<file path="config.mk">
export PLATFORM = sky130hd
export DESIGN_NAME = pss_sequencer
export DESIGN_NICKNAME = d
export VERILOG_FILES = /design/src/common/pss_pkg.sv /design/src/rtl/pss_save_stack.sv /design/src/rtl/pss_sequencer.sv
export SDC_FILE = /design/constraint.sdc
export NUM_CORES = 1
export LEC_CHECK = 0
export ABC_AREA = 1
export BUFFER_PORTS_ARGS = -buffer_cell sky130_fd_sc_hd__buf_2
export CAP_MARGIN = 10
export CORE_UTILIZATION = 55
export DETAILED_ROUTE_END_ITERATION = 6
export MAX_ROUTING_LAYER = met4
export PLACE_DENSITY = 0.8
export SLEW_MARGIN = 20
export SYNTH_ARGS = -nofsm -noshare
export SYNTH_HDL_FRONTEND = slang
export SYNTH_HIERARCHICAL = 1
export SYNTH_SLANG_ARGS = --single-unit
</file>
<file path="constraint.sdc">
create_clock -name ref_clk -period 5.22 [get_ports ref_clk]
set_input_delay 1.305 -clock ref_clk [delete_from_list [all_inputs] [get_ports ref_clk]]
set_output_delay 1.305 -clock ref_clk [all_outputs]
set_load 0.02 [all_outputs]
</file>
<file path="src/common/pss_pkg.sv">
package pss_pkg;

   // ---------------------------------------------------------------
   // Widths and depths
   // ---------------------------------------------------------------
   localparam int PC_W       = 13;    // Counter bits below the segment bit
   localparam int ADDR_W     = 14;    // Return path including segment bit
   localparam int CALL_W     = 11;    // Direct call reaches 0000H-07FFH
   localparam int SAVE_W     = 6;     // Bank bit plus five status flags
   localparam int PSW_W      = 5;
   localparam int SP_W       = 3;     // Low bits; the top bit is always zero
   localparam int ASR_DEPTH  = 5;
   localparam int SAVE_DEPTH = 3;
   localparam int OP_W       = 4;
   localparam int IRQ_SRC_W  = 3;
   localparam int EV_W       = 3;

   // ---------------------------------------------------------------
   // Reset values and limits
   // ---------------------------------------------------------------
   localparam logic [SP_W-1:0] SP_RESET = 3'h5;
   localparam logic [SP_W-1:0] SP_LIMIT = 3'h6;
   localparam logic [PC_W-1:0] PC_RESET = 13'h0000;
   localparam logic            CTRL_ENABLE_RESET = 1'b1;
   localparam logic [EV_W-1:0] MASK_RESET = 3'h0;

   // ---------------------------------------------------------------
   // Interrupt sources and vectors (index = request bit)
   // ---------------------------------------------------------------
   localparam int SRC_BASIC  = 0;
   localparam int SRC_EXT    = 1;
   localparam int SRC_TIMER8 = 2;
   localparam logic [PC_W-1:0] VEC_BASIC  = 13'h0001;
   localparam logic [PC_W-1:0] VEC_EXT    = 13'h0002;
   localparam logic [PC_W-1:0] VEC_TIMER8 = 13'h0003;

   // ---------------------------------------------------------------
   // System call operand fields and their program counter positions
   // ---------------------------------------------------------------
   localparam int SYS_HI_W   = 3;
   localparam int SYS_LO_W   = 4;
   localparam int SYS_HI_SRC = 4;     // Operand bit of the high field
   localparam int SYS_HI_POS = 8;     // Counter bit of the high field
   localparam int SYS_LO_POS = 0;

   // ---------------------------------------------------------------
   // Sequencer operation codes
   // ---------------------------------------------------------------
   localparam logic [OP_W-1:0] OP_NEXT      = 4'h0;
   localparam logic [OP_W-1:0] OP_BR_ADDR   = 4'h1;
   localparam logic [OP_W-1:0] OP_CALL_ADDR = 4'h2;
   localparam logic [OP_W-1:0] OP_BR_AR     = 4'h3;
   localparam logic [OP_W-1:0] OP_CALL_AR   = 4'h4;
   localparam logic [OP_W-1:0] OP_SYSCALL   = 4'h5;
   localparam logic [OP_W-1:0] OP_TABLE1    = 4'h6;
   localparam logic [OP_W-1:0] OP_TABLE2    = 4'h7;
   localparam logic [OP_W-1:0] OP_RET       = 4'h8;
   localparam logic [OP_W-1:0] OP_RETURN_AND_SKIP     = 4'h9;
   localparam logic [OP_W-1:0] OP_INTERRUPT_RETURN      = 4'ha;
   localparam logic [OP_W-1:0] OP_PUSH_AR   = 4'hb;
   localparam logic [OP_W-1:0] OP_POP_AR    = 4'hc;

   // ---------------------------------------------------------------
   // Register map (byte offsets) and fields
   // ---------------------------------------------------------------
   localparam logic [3:0] REG_CTRL     = 4'h0;
   localparam logic [3:0] REG_STATE    = 4'h4;
   localparam logic [3:0] REG_IRQ_STAT = 4'h8;
   localparam logic [3:0] REG_IRQ_MASK = 4'hc;
   localparam int STATE_SP_POS    = 16;
   localparam int STATE_DEPTH_POS = 20;
   localparam int EV_OVERFLOW  = 0;
   localparam int EV_OVERWRITE = 1;
   localparam int EV_ACCEPT    = 2;

   typedef enum logic [1:0] {
      PSS_BUS_IDLE = 2'b01,
      PSS_BUS_ACK  = 2'b10
   } pss_bus_state_t;

endpackage

</file>
<file path="src/rtl/pss_save_stack.sv">
`timescale 1ns/1ps
module pss_save_stack #(
   parameter int DEPTH = pss_pkg::SAVE_DEPTH,
   parameter int WIDTH = pss_pkg::SAVE_W
)(
   input  wire logic             ref_clk,
   input  wire logic             srst,
   input  wire logic             clear,
   input  wire logic             push,
   input  wire logic             pop,
   input  wire logic [WIDTH-1:0] pushData,
   output logic      [WIDTH-1:0] popData,
   output logic      [1:0]       depth,
   output logic                  overwrite
);

   // ---------------------------------------------------------------
   // Ring of entries
   // ---------------------------------------------------------------
   logic [WIDTH-1:0] entry [DEPTH];
   logic [1:0]       top_reg;
   logic [1:0]       topDec;
   logic [1:0]       topInc;
   logic [1:0]       depth_reg;

   // Ring indices; a full ring reuses the oldest slot
   assign topDec    = (top_reg == 2'h0) ? 2'(DEPTH - 1) : top_reg - 2'h1;
   assign topInc    = (top_reg == 2'(DEPTH - 1)) ? 2'h0 : top_reg + 2'h1;
   assign popData   = entry[top_reg];
   assign depth     = depth_reg;
   assign overwrite = push && (depth_reg == 2'(DEPTH));

   // Counter moves down on save, up on restore
   always_ff @(posedge ref_clk) begin
      if (srst || clear) begin
         top_reg   <= 2'h0;
         depth_reg <= 2'h0;
      end else if (push) begin
         top_reg <= topDec;
         if (depth_reg != 2'(DEPTH)) begin
            depth_reg <= depth_reg + 2'h1;
         end
      end else if (pop) begin
         top_reg <= topInc;
         if (depth_reg != 2'h0) begin
            depth_reg <= depth_reg - 2'h1;
         end
      end
   end

   // One writer per slot
   for (genvar i = 0; i < DEPTH; i++) begin : gSlot
      always_ff @(posedge ref_clk) begin
         if (srst) begin
            entry[i] <= '0;
         end else if (push && topDec == 2'(i)) begin
            entry[i] <= pushData;
         end
      end
   end

endmodule

</file>
<file path="src/rtl/pss_sequencer.sv">
// Implementation choices: the Avalon-MM slave port and the register offsets.
`timescale 1ns/1ps
module pss_sequencer (
   input  wire logic                          ref_clk,
   input  wire logic                          srst,
   input  wire logic                          resetPinN,
   input  wire logic                          wdtReset,
   input  wire logic                          cmdValid,
   input  wire logic [pss_pkg::OP_W-1:0]      cmdOp,
   input  wire logic [pss_pkg::PC_W-1:0]      operand,
   input  wire logic [pss_pkg::ADDR_W-1:0]    addressRegister,
   input  wire logic                          intAccept,
   input  wire logic [pss_pkg::IRQ_SRC_W-1:0] intRequest,
   input  wire logic                          bankBit,
   input  wire logic [pss_pkg::PSW_W-1:0]     programStatusWord,
   input  wire logic [3:0]                    address,
   input  wire logic                          read,
   input  wire logic                          write,
   input  wire logic [31:0]                   writedata,
   input  wire logic [3:0]                    byteenable,
   output logic      [31:0]                   readdata,
   output logic                               waitrequest,
   output logic                               irq,
   output logic      [pss_pkg::PC_W-1:0]      pc,
   output logic                               segmentBit,
   output logic      [3:0]                    stackPointer,
   output logic                               skipNext,
   output logic                               restoreValid,
   output logic                               restoreBank,
   output logic      [pss_pkg::PSW_W-1:0]     restorePsw,
   output logic                               addrPopValid,
   output logic      [pss_pkg::ADDR_W-1:0]    addrPopData,
   output logic                               internalResetN
);

   // ---------------------------------------------------------------
   // Declarations
   // ---------------------------------------------------------------
   logic                          pinMeta_reg;
   logic                          pinSync_reg;
   logic                          coreReset;
   logic [pss_pkg::SP_W-1:0]      sp_reg;
   logic [pss_pkg::SP_W-1:0]      spDec;
   logic                          overLimit;
   logic                          overflow_reg;
   logic                          ctrlEnable_reg;
   logic [pss_pkg::EV_W-1:0]      status_reg;
   logic [pss_pkg::EV_W-1:0]      status_next;
   logic [pss_pkg::EV_W-1:0]      mask_reg;
   logic [pss_pkg::EV_W-1:0]      events;
   logic [pss_pkg::EV_W-1:0]      clearBits;
   pss_pkg::pss_bus_state_t       busState_reg;
   logic                          wrFire;
   logic [31:0]                   readMux;
   logic                          accept;
   logic                          opOk;
   logic                          isPush;
   logic                          isPop;
   logic                          isReti;
   logic [pss_pkg::PC_W-1:0]      vector;
   logic [pss_pkg::PC_W-1:0]      sysEntry;
   logic [pss_pkg::ADDR_W-1:0]    returnAddr;
   logic [pss_pkg::ADDR_W-1:0]    pushValue;
   logic [pss_pkg::ADDR_W-1:0]    stackTop;
   logic [pss_pkg::ADDR_W-1:0]    return_address_stack [pss_pkg::ASR_DEPTH];
   logic [pss_pkg::SAVE_W-1:0]    savePop;
   logic [1:0]                    saveDepth;
   logic                          saveOverwrite;

   // ---------------------------------------------------------------
   // Reset sources
   // ---------------------------------------------------------------

   // Reset pin is asynchronous to the core clock
   always_ff @(posedge ref_clk) begin
      if (srst) begin
         pinMeta_reg <= 1'b1;
         pinSync_reg <= 1'b1;
      end else begin
         pinMeta_reg <= resetPinN;
         pinSync_reg <= pinMeta_reg;
      end
   end

   assign overLimit = (sp_reg >= pss_pkg::SP_LIMIT);

   // Registered so the overflow reset is one clean pulse, not a loop
   always_ff @(posedge ref_clk) begin
      if (srst) begin
         overflow_reg   <= 1'b0;
         internalResetN <= 1'b1;
      end else begin
         overflow_reg   <= overLimit;
         internalResetN <= ~overLimit;
      end
   end

   // every reset source clears the core
   assign coreReset = srst || !pinSync_reg || wdtReset || overflow_reg;

   // ---------------------------------------------------------------
   // Command decode
   // ---------------------------------------------------------------

   // An accepted interrupt takes the cycle; a command beside it is dropped
   assign accept = intAccept && (|intRequest) && ctrlEnable_reg && !coreReset;
   assign opOk   = cmdValid && ctrlEnable_reg && !accept && !coreReset;
   assign isReti = opOk && (cmdOp == pss_pkg::OP_INTERRUPT_RETURN);

   always_comb begin
      isPush = 1'b0;
      isPop  = 1'b0;
      if (opOk) begin
         case (cmdOp)
            pss_pkg::OP_CALL_ADDR,
            pss_pkg::OP_CALL_AR,
            pss_pkg::OP_SYSCALL,
            pss_pkg::OP_PUSH_AR,
            pss_pkg::OP_TABLE1: isPush = 1'b1;
            pss_pkg::OP_RET,
            pss_pkg::OP_RETURN_AND_SKIP,
            pss_pkg::OP_POP_AR,
            pss_pkg::OP_TABLE2,
            pss_pkg::OP_INTERRUPT_RETURN: isPop = 1'b1;
            default: ;
         endcase
      end
   end

   always_comb begin
      if (intRequest[pss_pkg::SRC_TIMER8]) begin
         vector = pss_pkg::VEC_TIMER8;
      end else if (intRequest[pss_pkg::SRC_EXT]) begin
         vector = pss_pkg::VEC_EXT;
      end else begin
         vector = pss_pkg::VEC_BASIC;
      end
   end

   always_comb begin
      sysEntry = '0;
      sysEntry[pss_pkg::SYS_HI_POS +: pss_pkg::SYS_HI_W] =
         operand[pss_pkg::SYS_HI_SRC +: pss_pkg::SYS_HI_W];
      sysEntry[pss_pkg::SYS_LO_POS +: pss_pkg::SYS_LO_W] =
         operand[0 +: pss_pkg::SYS_LO_W];
   end

   // ---------------------------------------------------------------
   // Address stack
   // ---------------------------------------------------------------
   assign returnAddr = {segmentBit, pc + 13'h0001};
   assign spDec      = sp_reg - 3'h1;

   assign pushValue = (opOk && cmdOp == pss_pkg::OP_PUSH_AR) ? addressRegister : returnAddr;

   // Slots five to seven do not exist and read as zero
   assign stackTop = (sp_reg < 3'(pss_pkg::ASR_DEPTH)) ? return_address_stack[sp_reg] : '0;

   always_ff @(posedge ref_clk) begin
      if (coreReset) begin
         sp_reg <= pss_pkg::SP_RESET;
      end else if (isPush || accept) begin
         sp_reg <= spDec;
      end else if (isPop) begin
         sp_reg <= sp_reg + 3'h1;
      end
   end

   always_ff @(posedge ref_clk) begin
      if (srst) begin
         stackPointer <= {1'b0, pss_pkg::SP_RESET};
      end else if (coreReset) begin
         stackPointer <= {1'b0, pss_pkg::SP_RESET};
      end else if (isPush || accept) begin
         stackPointer <= {1'b0, spDec};
      end else if (isPop) begin
         stackPointer <= {1'b0, sp_reg + 3'h1};
      end
   end

   // entry written at the decremented pointer
   for (genvar i = 0; i < pss_pkg::ASR_DEPTH; i++) begin : gAsr
      always_ff @(posedge ref_clk) begin
         if (srst) begin
            return_address_stack[i] <= '0;
         end else if ((isPush || accept) && spDec == 3'(i)) begin
            return_address_stack[i] <= pushValue;
         end
      end
   end

   // Popped address register contents for the register file
   always_ff @(posedge ref_clk) begin
      if (coreReset) begin
         addrPopValid <= 1'b0;
         addrPopData  <= '0;
      end else begin
         addrPopValid <= opOk && cmdOp == pss_pkg::OP_POP_AR;
         addrPopData  <= stackTop;
      end
   end

   // ---------------------------------------------------------------
   // Interrupt save stack
   // ---------------------------------------------------------------

   // save on accept, restore on return
   pss_save_stack #(
      .DEPTH (pss_pkg::SAVE_DEPTH),
      .WIDTH (pss_pkg::SAVE_W)
   ) uSave (
      .ref_clk   (ref_clk),
      .srst      (srst),
      .clear     (coreReset),
      .push      (accept),
      .pop       (isReti),
      .pushData  ({bankBit, programStatusWord}),
      .popData   (savePop),
      .depth     (saveDepth),
      .overwrite (saveOverwrite)
   );

   always_ff @(posedge ref_clk) begin
      if (coreReset) begin
         restoreValid <= 1'b0;
         restoreBank  <= 1'b0;
         restorePsw   <= '0;
      end else begin
         restoreValid <= isReti;
         restoreBank  <= savePop[pss_pkg::PSW_W];
         restorePsw   <= savePop[pss_pkg::PSW_W-1:0];
      end
   end

   // ---------------------------------------------------------------
   // Program counter and segment bit
   // ---------------------------------------------------------------

   always_ff @(posedge ref_clk) begin
      if (coreReset) begin
         pc <= pss_pkg::PC_RESET;
      end else if (accept) begin
         pc <= vector;
      end else if (opOk) begin
         case (cmdOp)
            pss_pkg::OP_BR_ADDR: pc <= operand;
            pss_pkg::OP_CALL_ADDR: pc <= {2'b00, operand[pss_pkg::CALL_W-1:0]};
            pss_pkg::OP_BR_AR,
            pss_pkg::OP_CALL_AR,
            pss_pkg::OP_TABLE1: pc <= addressRegister[pss_pkg::PC_W-1:0];
            pss_pkg::OP_SYSCALL: pc <= sysEntry;
            pss_pkg::OP_RET,
            pss_pkg::OP_RETURN_AND_SKIP,
            pss_pkg::OP_INTERRUPT_RETURN,
            pss_pkg::OP_TABLE2: pc <= stackTop[pss_pkg::PC_W-1:0];
            default: pc <= pc + 13'h0001;
         endcase
      end
   end

   // set by OP_BR_AR, OP_CALL_AR, syscall, returns and OP_TABLE2; an accept clears it
   always_ff @(posedge ref_clk) begin
      if (coreReset) begin
         segmentBit <= 1'b0;
      end else if (accept) begin
         segmentBit <= 1'b0;
      end else if (opOk) begin
         case (cmdOp)
            pss_pkg::OP_BR_AR,
            pss_pkg::OP_CALL_AR: segmentBit <= addressRegister[pss_pkg::PC_W];
            pss_pkg::OP_SYSCALL: segmentBit <= 1'b1;
            pss_pkg::OP_RET,
            pss_pkg::OP_RETURN_AND_SKIP,
            pss_pkg::OP_INTERRUPT_RETURN,
            pss_pkg::OP_TABLE2: segmentBit <= stackTop[pss_pkg::PC_W];
            default: segmentBit <= segmentBit;
         endcase
      end
   end

   // skip flag lives for one instruction
   always_ff @(posedge ref_clk) begin
      if (coreReset) begin
         skipNext <= 1'b0;
      end else if (opOk) begin
         skipNext <= (cmdOp == pss_pkg::OP_RETURN_AND_SKIP);
      end else if (accept) begin
         skipNext <= 1'b0;
      end
   end

   // ---------------------------------------------------------------
   // Event status and interrupt
   // ---------------------------------------------------------------
   assign events[pss_pkg::EV_OVERFLOW]  = overLimit && !overflow_reg;
   assign events[pss_pkg::EV_OVERWRITE] = saveOverwrite;
   assign events[pss_pkg::EV_ACCEPT]    = accept;

   // Write one to clear; a new event in the same cycle wins
   assign clearBits = (wrFire && address == pss_pkg::REG_IRQ_STAT && byteenable[0])
                    ? writedata[pss_pkg::EV_W-1:0] : '0;
   assign status_next = (status_reg & ~clearBits) | events;

   // Status survives core resets so software can see the cause
   always_ff @(posedge ref_clk) begin
      if (srst) begin
         status_reg <= '0;
         irq        <= 1'b0;
      end else begin
         status_reg <= status_next;
         irq        <= |(status_next & mask_reg);
      end
   end

   // ---------------------------------------------------------------
   // Avalon-MM slave
   // ---------------------------------------------------------------
   assign wrFire = (busState_reg == pss_pkg::PSS_BUS_ACK) && write;

   // Read multiplexer; unmapped offsets read zero
   always_comb begin
      readMux = '0;
      case (address)
         pss_pkg::REG_CTRL: readMux[0] = ctrlEnable_reg;
         pss_pkg::REG_STATE: begin
            readMux[pss_pkg::ADDR_W-1:0] = {segmentBit, pc};
            readMux[pss_pkg::STATE_SP_POS +: 4] = stackPointer;
            readMux[pss_pkg::STATE_DEPTH_POS +: 2] = saveDepth;
         end
         pss_pkg::REG_IRQ_STAT: readMux[pss_pkg::EV_W-1:0] = status_reg;
         pss_pkg::REG_IRQ_MASK: readMux[pss_pkg::EV_W-1:0] = mask_reg;
         default: readMux = '0;
      endcase
   end

   // One wait cycle, then a single acknowledge cycle
   always_ff @(posedge ref_clk) begin
      if (srst) begin
         busState_reg <= pss_pkg::PSS_BUS_IDLE;
         waitrequest  <= 1'b1;
         readdata     <= '0;
      end else begin
         case (busState_reg)
            pss_pkg::PSS_BUS_IDLE: begin
               if (read || write) begin
                  busState_reg <= pss_pkg::PSS_BUS_ACK;
                  waitrequest  <= 1'b0;
                  readdata     <= read ? readMux : '0;
               end
            end
            pss_pkg::PSS_BUS_ACK: begin
               busState_reg <= pss_pkg::PSS_BUS_IDLE;
               waitrequest  <= 1'b1;
            end
            default: begin
               busState_reg <= pss_pkg::PSS_BUS_IDLE;
               waitrequest  <= 1'b1;
            end
         endcase
      end
   end

   // Control and mask registers, low byte lane only
   always_ff @(posedge ref_clk) begin
      if (srst) begin
         ctrlEnable_reg <= pss_pkg::CTRL_ENABLE_RESET;
         mask_reg       <= pss_pkg::MASK_RESET;
      end else if (wrFire && byteenable[0]) begin
         if (address == pss_pkg::REG_CTRL) begin
            ctrlEnable_reg <= writedata[0];
         end
         if (address == pss_pkg::REG_IRQ_MASK) begin
            mask_reg <= writedata[pss_pkg::EV_W-1:0];
         end
      end
   end

endmodule

</file>
## Yosys cells after proc, flatten, opt, wreduce, memory -nomap -nowiden

Memory sizes are Yosys's and may differ from the RTL's. A register that Yosys moved wholly into a read port is not among the register bits.
Cells that the tools add are included.

- Eq/ne operators: 27
- Mux-type cells: 68
- Add/sub/neg operators: 7
- Reductions and logical operators: 58
- $lt $le $gt $ge: 2
- Bitwise operators: 14

Operators with widths:

| operator | number |
|---|---|
| 14-bit two-way mux | 7 |
| 13-bit case mux with 5 select lines | 1 |
| 1-bit two-way mux | 32 |
| 4-bit == test (second input constant) | 7 |
| 13-bit two-way mux | 2 |
| 6-bit two-way mux | 4 |
| 1-bit logical AND | 23 |
| 22-bit two-way mux | 1 |
| 3-bit two-way mux | 7 |
| 4-bit by 3-bit == test with 1-bit output (second input constant) | 5 |
| 2-bit two-way mux | 10 |
| 13-bit by 1-bit adder with 13-bit output (second input constant) | 1 |
| 11-bit two-way mux | 1 |
| 2-bit nonzero test | 5 |
| 5-bit OR reduction | 2 |
| 3-bit OR reduction | 3 |
| 2-bit == test (second input constant) | 4 |
| 4-bit by 2-bit == test with 1-bit output (second input constant) | 2 |
| 1-bit OR | 8 |
| 2-bit AND reduction | 4 |
| 2-bit OR reduction | 4 |
| 3-bit AND | 2 |
| 3-bit by 2-bit == test with 1-bit output (second input constant) | 2 |
| 1-bit logical OR | 6 |
| other kinds (25) | 33 |

- Bits in writable memories: 88
- Register bits after elaboration: 88
- Memories: 2

Memory list:

| memory | words | bits a word | read ports | clocked after Yosys merged registers in | write ports | RTL line | RTL |
|---|---|---|---|---|---|---|---|
| return_address_stack | 5 | 14 | 1 | 1 | 5 | pss_sequencer.sv:65 | `logic [pss_pkg::ADDR_W-1:0] return_address_stack [pss_pkg::ASR_DEPTH];` |
| uSave.entry | 3 | 6 | 1 | 1 | 3 | pss_save_stack.sv:20 | `logic [WIDTH-1:0] entry [DEPTH];` |

## Depth between registers and ports, before layout

Gate-level depths: netlist of run 1.

- Depth after elaboration: 16
- Depth in mapped cells: 13
- Depth with buffers taken out: 12

## Modules after synthesis

Netlist of run 1, hierarchy kept.

Modules (own cells, without submodules):

| module | cells each | instances | area an instance (sq um) |
|---|---|---|---|
| pss_sequencer | 925 | 1 | 7,274.5 |
| pss_save_stack | 123 | 1 | 1,162.4 |

## Worst setup path after synthesis of run 1

OpenSTA, ideal clock, no wires.

- Path type: input to register
- From: input port srst
- To: memory return_address_stack[0][0] in the netlist's numbering, enable pin
- Setup time: 0.361 ns
- Setup slack: 2.003 ns
- Data arrival time: 2.856 ns
- Stages: 11
- Cell sequence: buf_6 -> inv_2 -> nand2_2 -> nor3_4 -> nand3_2 -> nand2_1 -> nand2_4 -> nor2_8 -> nand2_4 -> buf_6 -> nand2_1

RTL lines:

| element | RTL line | RTL |
|---|---|---|
| start: declaration | pss_sequencer.sv:5 | `input wire logic srst,` |
| end: declaration | pss_sequencer.sv:65 |  |

==> results.json, run 1 <==
{
  "status": "complete, no violations",
  "drc": 0,
  "area_growth_syn_to_layout_pct": 14.3,
  "min_period_ns": 3.58,
  "dr.first_iter.drc_count": 575,
  "grt_pass1_vias": 6493,
  "cts_sinks": 173,
  "rrSetupSlack_ns": 2.55,
  "r2r_cells": 8,
  "regMostFlops": "return_address_stack",
  "io_buffers": 117,
  "power_density_mw_per_mm2": 306,
  "die_width_um": 126,
  "syn_area_mm2": 0.00844,
  "cp_max_fo": 15,
  "firstDrtPassIters": 6,
  "rsz0062_at_grt": "false",
  "worstPathCellList": "buf_2, inv_2, nand2_2, nor3_4, nand3b_2, nand2_2, nand2_4, inv_2, nand2_2, nand2_1",
  "cts_setup_buffers": 0,
  "skew_ns": 0.00732,
  "start_util_pct": 57.2,
  "top_regs": "return_address_stack (70), readdata (19), uSave/entry (18)",
  "root_buffer": "clkbuf_16",
  "largest_reg_flops": 70,
  "grt_usage_pct": 27.6,
  "fmax_mhz": 280,
  "antenna_found_initial": 0,
  "grt_max_degree": 39,
  "slew_viol_final": 0,
  "yosys_warnings": 6,
  "rr_startpoint": "pinSync_reg",
  "holdBufCountCts": 0,
  "row_count": 44,
  "nNetsFinal": 1254,
  "cts-buffers-inserted": 17,
  "drt_wl_total_um": 20600,
  "synth_xor_area_share_pct": 1.04,
  "htreeDepth": 4,
  "insertion_delay_ns": 0.44,
  "grt_pass1_wl_um": 32500,
  "tightest_slew_ns": 0.846,
  "clk_pin_slew_ns": 0.06,
  "ys_seq_area_share_pct": 51.5,
  "endpoint_kind": "flop",
  "ios": 164,
  "cts_tree": "done",
  "r2r-end": "return_address_stack[3][3]",
  "crit_buf_inv": 3,
  "drive_gt1_share_pct": 17.7,
  "finalPower_w": 0.00295,
  "timing.setup.tns_ns": 0,
  "critical_path_class": "in -> reg",
  "timing.hold.ws_ns": 0.424,
  "final_common_cell": "nand2_1",
  "dieArea_mm2": 0.0158,
  "core_mm2": 0.0148,
  "yosys.area_share.simple_pct": 30.6,
  "cp_common_cell": "nand2_2",
  "drv_cap": 0,
  "ir_drop_uv": 233,
  "slew_headroom_pct": 43.1,
  "hold_start": "pinMeta_reg",
  "synth_top_family_by_area": "simple AND/OR/NAND/NOR gates",
  "power_leakage_nw": 4.23,
  "cts_resized": 0,
  "syn_avg_cell_area_um2": 8.05,
  "synth_fa_ha_area_share_pct": 1.63,
  "hold_viol_final": 0,
  "routedWlPerCell_um": 15.3,
  "synth-edff-count": 88,
  "holdPathEnd": "pinSync_reg",
  "crit_path_start_kind": "input pin",
  "vias_per_cell": 5.29,
  "critPathMaxStageDelay_ns": 0.63,
  "postRouteAntennaNets": 0,
  "synthFlopType": "edfxtp_1",
  "synth.area.mux_share_pct": 0,
  "die_height_um": 126,
  "num_vias": 7149,
  "cts.path.max_buffers": 2,
  "finalCritPeriodShare_pct": 68.5,
  "holdPathStages": 1,
  "diodes": 0,
  "synthArstFlopShare_pct": 0,
  "yosysUniqueCellTypes": 47,
  "synth_seq_cells": 173,
  "critical-path-top-delay-family": "simple AND/OR/NAND/NOR gates",
  "hold_class": "reg -> reg",
  "mostFrequentLayoutCells": "nand2_1 (257), nor2_1 (197), buf_2 (117)",
  "syn_inst": 1048,
  "final_area_mm2": 0.00964,
  "setup_viol": 0,
  "crit_slowest_cell": "nand2_1",
  "cp.arrival_ns": 3.64,
  "gp_congestion": 0.985,
  "synth_compound_area_share_pct": 7.19,
  "dp_hpwl_um": 14400,
  "place_area_mm2": 0.00905,
  "required_ns": 5.29,
  "grt_overflow": 0
}
[layout make-up]
| cell class | count | area [µm²] |
|---|---|---|
| flip-flops and latches | 173 | 4340 |
| fillers | 1215 | 5110 |
| inverters | 102 | 384 |
| well taps | 184 | 230 |
| repair buffers | 123 | 631 |
| clock inverters | 10 | 114 |
| multi-input cells | 738 | 3460 |
| clock buffers | 22 | 474 |
[where the power goes]
group	total, W	internal [W]	switching [W]
Clock	0.00127	0.000740	0.000528
Combinational	0.000217	0.0000595	0.000158
Sequential	0.00147	0.00146	0.0000114
Total	0.00295	0.00226	0.000697
[cells by family (layout without fill, tap and decap cells)]
| kind of cell | Yosys count | after routing |
|---|---|---|
| adder cells (fa/ha/maj) | 11 | 11 |
| buffers and inverters | 150 | 257 |
| other | 1 | 14 |
| AO/OA/AOI/OAI | 109 | 109 |
| AND/OR/NAND/NOR | 594 | 594 |
| XOR/XNOR | 10 | 10 |
| flip-flops | 173 | 173 |
[stage by stage]
stage | utilization [%] | cells | worst slack [ns]
after floorplan | - | 1061 | 2.00
after global placement | 61.3 | 1320 | 1.27
after detailed placement | 61.3 | 1320 | 1.20
after CTS | 65.3 | 1352 | 1.65
after global routing | 65.3 | 1352 | 1.45
final | 65.3 | 1352 | 1.64
[synth_stat cells (all sizes together), types with 2 or more instances]
| master | instances | area (µm²) |
|---|---|---|
| nor2 | 212 | 852 |
| xor2 | 9 | 78.8 |
| dfxtp | 85 | 1700 |
| nor3 | 5 | 36.3 |
| inv | 99 | 372 |
| nand3b | 3 | 26.3 |
| buf | 33 | 239 |
| edfxtp | 88 | 2640 |
| clkbuf | 15 | 56.3 |
| clkinv | 3 | 12.5 |
| ha | 11 | 138 |
| nand2 | 268 | 1050 |
| or2 | 4 | 25.0 |
| nand3 | 91 | 516 |
| a21boi | 2 | 15.0 |
| a21oi | 73 | 395 |
| o21a | 3 | 25.0 |
| nand4 | 2 | 12.5 |
| nor4 | 2 | 12.5 |
| o21ai | 27 | 135 |
| nor2b | 5 | 31.3 |
[how the worst max path moves through the flow]
stage	from	to	slack, ns	cells past startpoint
floorplan	srst	return_address_stack[0][0]	2.00	11
global placement	srst	return_address_stack[3][7]	1.27	10
detailed placement	srst	return_address_stack[3][5]	1.20	10
CTS	srst	return_address_stack[3][7]	1.65	10
global route	srst	return_address_stack[3][3]	1.45	10
finish	srst	return_address_stack[3][3]	1.64	10
[per-layer routing]
metal	GRT usage [%]	vias up	routed length, µm
li1	-	3548	-
met1	36.5	3244	9190
met2	41.7	316	9380
met3	6.03	41	1620
met4	10.4	0	424
met5	-	-	0
[worst reg2reg max path: cells and delay by family, from the launching register on]
family | cells | cell delay [ns]
and+or+nand+nor | 7 | 1.85
DFF | 1 | 0.32
buffers and inverters | 1 | 0.12
Power figures use the tool's default switching activity.
==> run 2, diff against run 1 <==
- clock period: 5.22 -> 3.7 ns (I/O delays scaled with it)
==> run 2 against run 1 <==
- clock skew is essentially flat
- largest power group unchanged
- clock-buffer cell count shrank 2
- combinational power grew 45%
- worst hold slack lost 0.014 ns
- sequential power grew 41%
- via count grew 1.2%
- critical endpoint is now return_address_stack[4][6]
==> results.json, run 2 (synthesis gave the netlist of run 1 again) <==
{
  "top_layer": "met4",
  "regMostFlops": "return_address_stack",
  "cts_setup_buffers": 0,
  "hold_start": "pinMeta_reg",
  "area_growth_syn_to_layout_pct": 14.4,
  "dieArea_mm2": 0.0158,
  "vias_per_cell": 5.31,
  "cts-buffers-inserted": 17,
  "rsz0062_at_grt": "false",
  "r2r_cells": 5,
  "final_common_cell": "nand2_1",
  "required_ns": 3.77,
  "critical_path_class": "in -> reg",
  "final_area_mm2": 0.00965,
  "grt_pass1_wl_um": 33500,
  "fillers": 1244,
  "finalCritPeriodShare_pct": 77.1,
  "tightest_slew_ns": 0.846,
  "num_vias": 7237,
  "multi_input_area_mm2": 0.00346,
  "endpoint_kind": "flop",
  "pre_cts_slack_ns": 0.469,
  "fmax_mhz": 351,
  "power_leakage_nw": 4.25,
  "cts_tree": "done",
  "hold_class": "reg -> reg",
  "timing.hold.ws_ns": 0.411,
  "largest_reg_flops": 70,
  "wl_met1_um": 9000,
  "drt_wl_total_um": 20700,
  "postRouteAntennaNets": 0,
  "dr.first_iter.drc_count": 609,
  "htreeDepth": 4,
  "power_density_mw_per_mm2": 413,
  "place_area_mm2": 0.00913,
  "hold_viol_final": 0,
  "mostFrequentLayoutCells": "nand2_1 (257), nor2_1 (197), buf_2 (117)",
  "holdPathStages": 1,
  "rr_startpoint": "sp_reg[0]",
  "start_util_pct": 57.2,
  "clk_pin_slew_ns": 0.06,
  "insertion_delay_ns": 0.43,
  "crit_path_start_kind": "input pin",
  "ir_drop_uv": 318,
  "top_regs": "return_address_stack (70), readdata (19), uSave/entry (18)",
  "r2r-end": "return_address_stack[4][6]",
  "grt_overflow": 0,
  "cts_sinks": 173,
  "grt_usage_pct": 28.3,
  "grt_pass1_vias": 6828,
  "slew_viol_final": 0,
  "holdBufCountCts": 0,
  "setup_viol": 0,
  "met3WireLength_um": 1700,
  "root_buffer": "clkbuf_16",
  "cp.arrival_ns": 2.92,
  "slew_headroom_pct": 43.3,
  "status": "complete, no violations",
  "gp_congestion": 0.971,
  "cp_max_fo": 15,
  "die_height_um": 126,
  "drive_gt1_share_pct": 18.5,
  "rrSetupSlack_ns": 1.41,
  "firstDrtPassIters": 5,
  "cts.path.max_buffers": 2,
  "nNetsFinal": 1264,
  "ios": 164,
  "core_mm2": 0.0148,
  "layout_setup_ws_ns": 0.848,
  "timing.setup.tns_ns": 0,
  "drv_cap": 0,
  "route.met2.wl_um": 9660,
  "dp_hpwl_um": 15000,
  "holdPathEnd": "pinSync_reg",
  "antenna_found_initial": 0,
  "diodes": 0,
  "cts_resized": 0,
  "routedWlPerCell_um": 15.2,
  "grt_max_degree": 38,
  "io_buffers": 117,
  "die_width_um": 126,
  "skew_ns": 0.00766,
  "drc": 0,
  "seqCellArea_mm2": 0.00434,
  "row_count": 44,
  "min_period_ns": 2.85
}
## run 2: cell types whose count changed in the layout (fill, tap and decap cells not counted), sizes merged
| cell | previous run | this run |
|---|---|---|
| buf | 123 | 133 |
| bufinv | 2 | 0 |
| clkbuf | 22 | 20 |
| clkinvlp | 2 | 4 |
| clkinv | 9 | 10 |
| inv | 99 | 100 |
## run 2: power by group
| part | internal (W) | total (W) | switching [W] |
|---|---|---|---|
| clock | 0.000883 | 0.00161 | 0.000724 |
| combinational | 0.0000899 | 0.000314 | 0.000224 |
| sequential | 0.00206 | 0.00207 | 0.0000162 |
## run 2: area by class of cell
cell class	instances	share of cell area, %
sequential	173	45.0
multi-input combinational	738	35.9
timing repair buffer	133	7.31
clock buffer	20	4.73
inverter	102	3.98
tap	184	2.38
clock inverter	12	0.739
## run 2: metal layers
metal / track usage (%) / vias to the layer above
met5: - / -
met1: 36.4 / 3334
met3: 5.86 / 28
met2: 44.6 / 313
met4: 9.57 / 0
li1: - / 3562
## run 2: how the worst max path moves through the flow
stage              from                     endpoint  slack [ns]  cells past startpoint
3_5_place_dp   cmdOp[3]   return_address_stack[4][9]        0.47                     11
2_1_floorplan      srst   return_address_stack[0][0]        0.86                     11
6_report       cmdOp[3]   return_address_stack[4][6]        0.85                     11
5_1_grt        cmdOp[3]   return_address_stack[4][6]        0.71                     11
4_1_cts        cmdOp[3]  return_address_stack[4][11]        0.93                     11
3_3_place_gp   cmdOp[3]   return_address_stack[4][8]        0.55                     11
## run 2: metrics by stage
| step | total power (W) | util, % | instances |
|---|---|---|---|
| floorplan | 0.00232 | - | 1061 |
| global placement | 0.00241 | 61.9 | 1330 |
| detailed placement | 0.00242 | 61.9 | 1330 |
| CTS | 0.00401 | 65.4 | 1362 |
| global route | 0.00412 | 65.4 | 1362 |
| finish | 0.00399 | 65.4 | 1362 |
## run 2: worst max-delay path, stage by stage
cell	delay [ns]
buf_2	0.12
inv_1	0.07
nor2_1	0.17
inv_1	0.11
nor2_1	0.26
nor2_1	0.17
nand2_1	0.15
nand2_4	0.13
inv_2	0.12
nand3_4	0.18
nand2_1	0.51
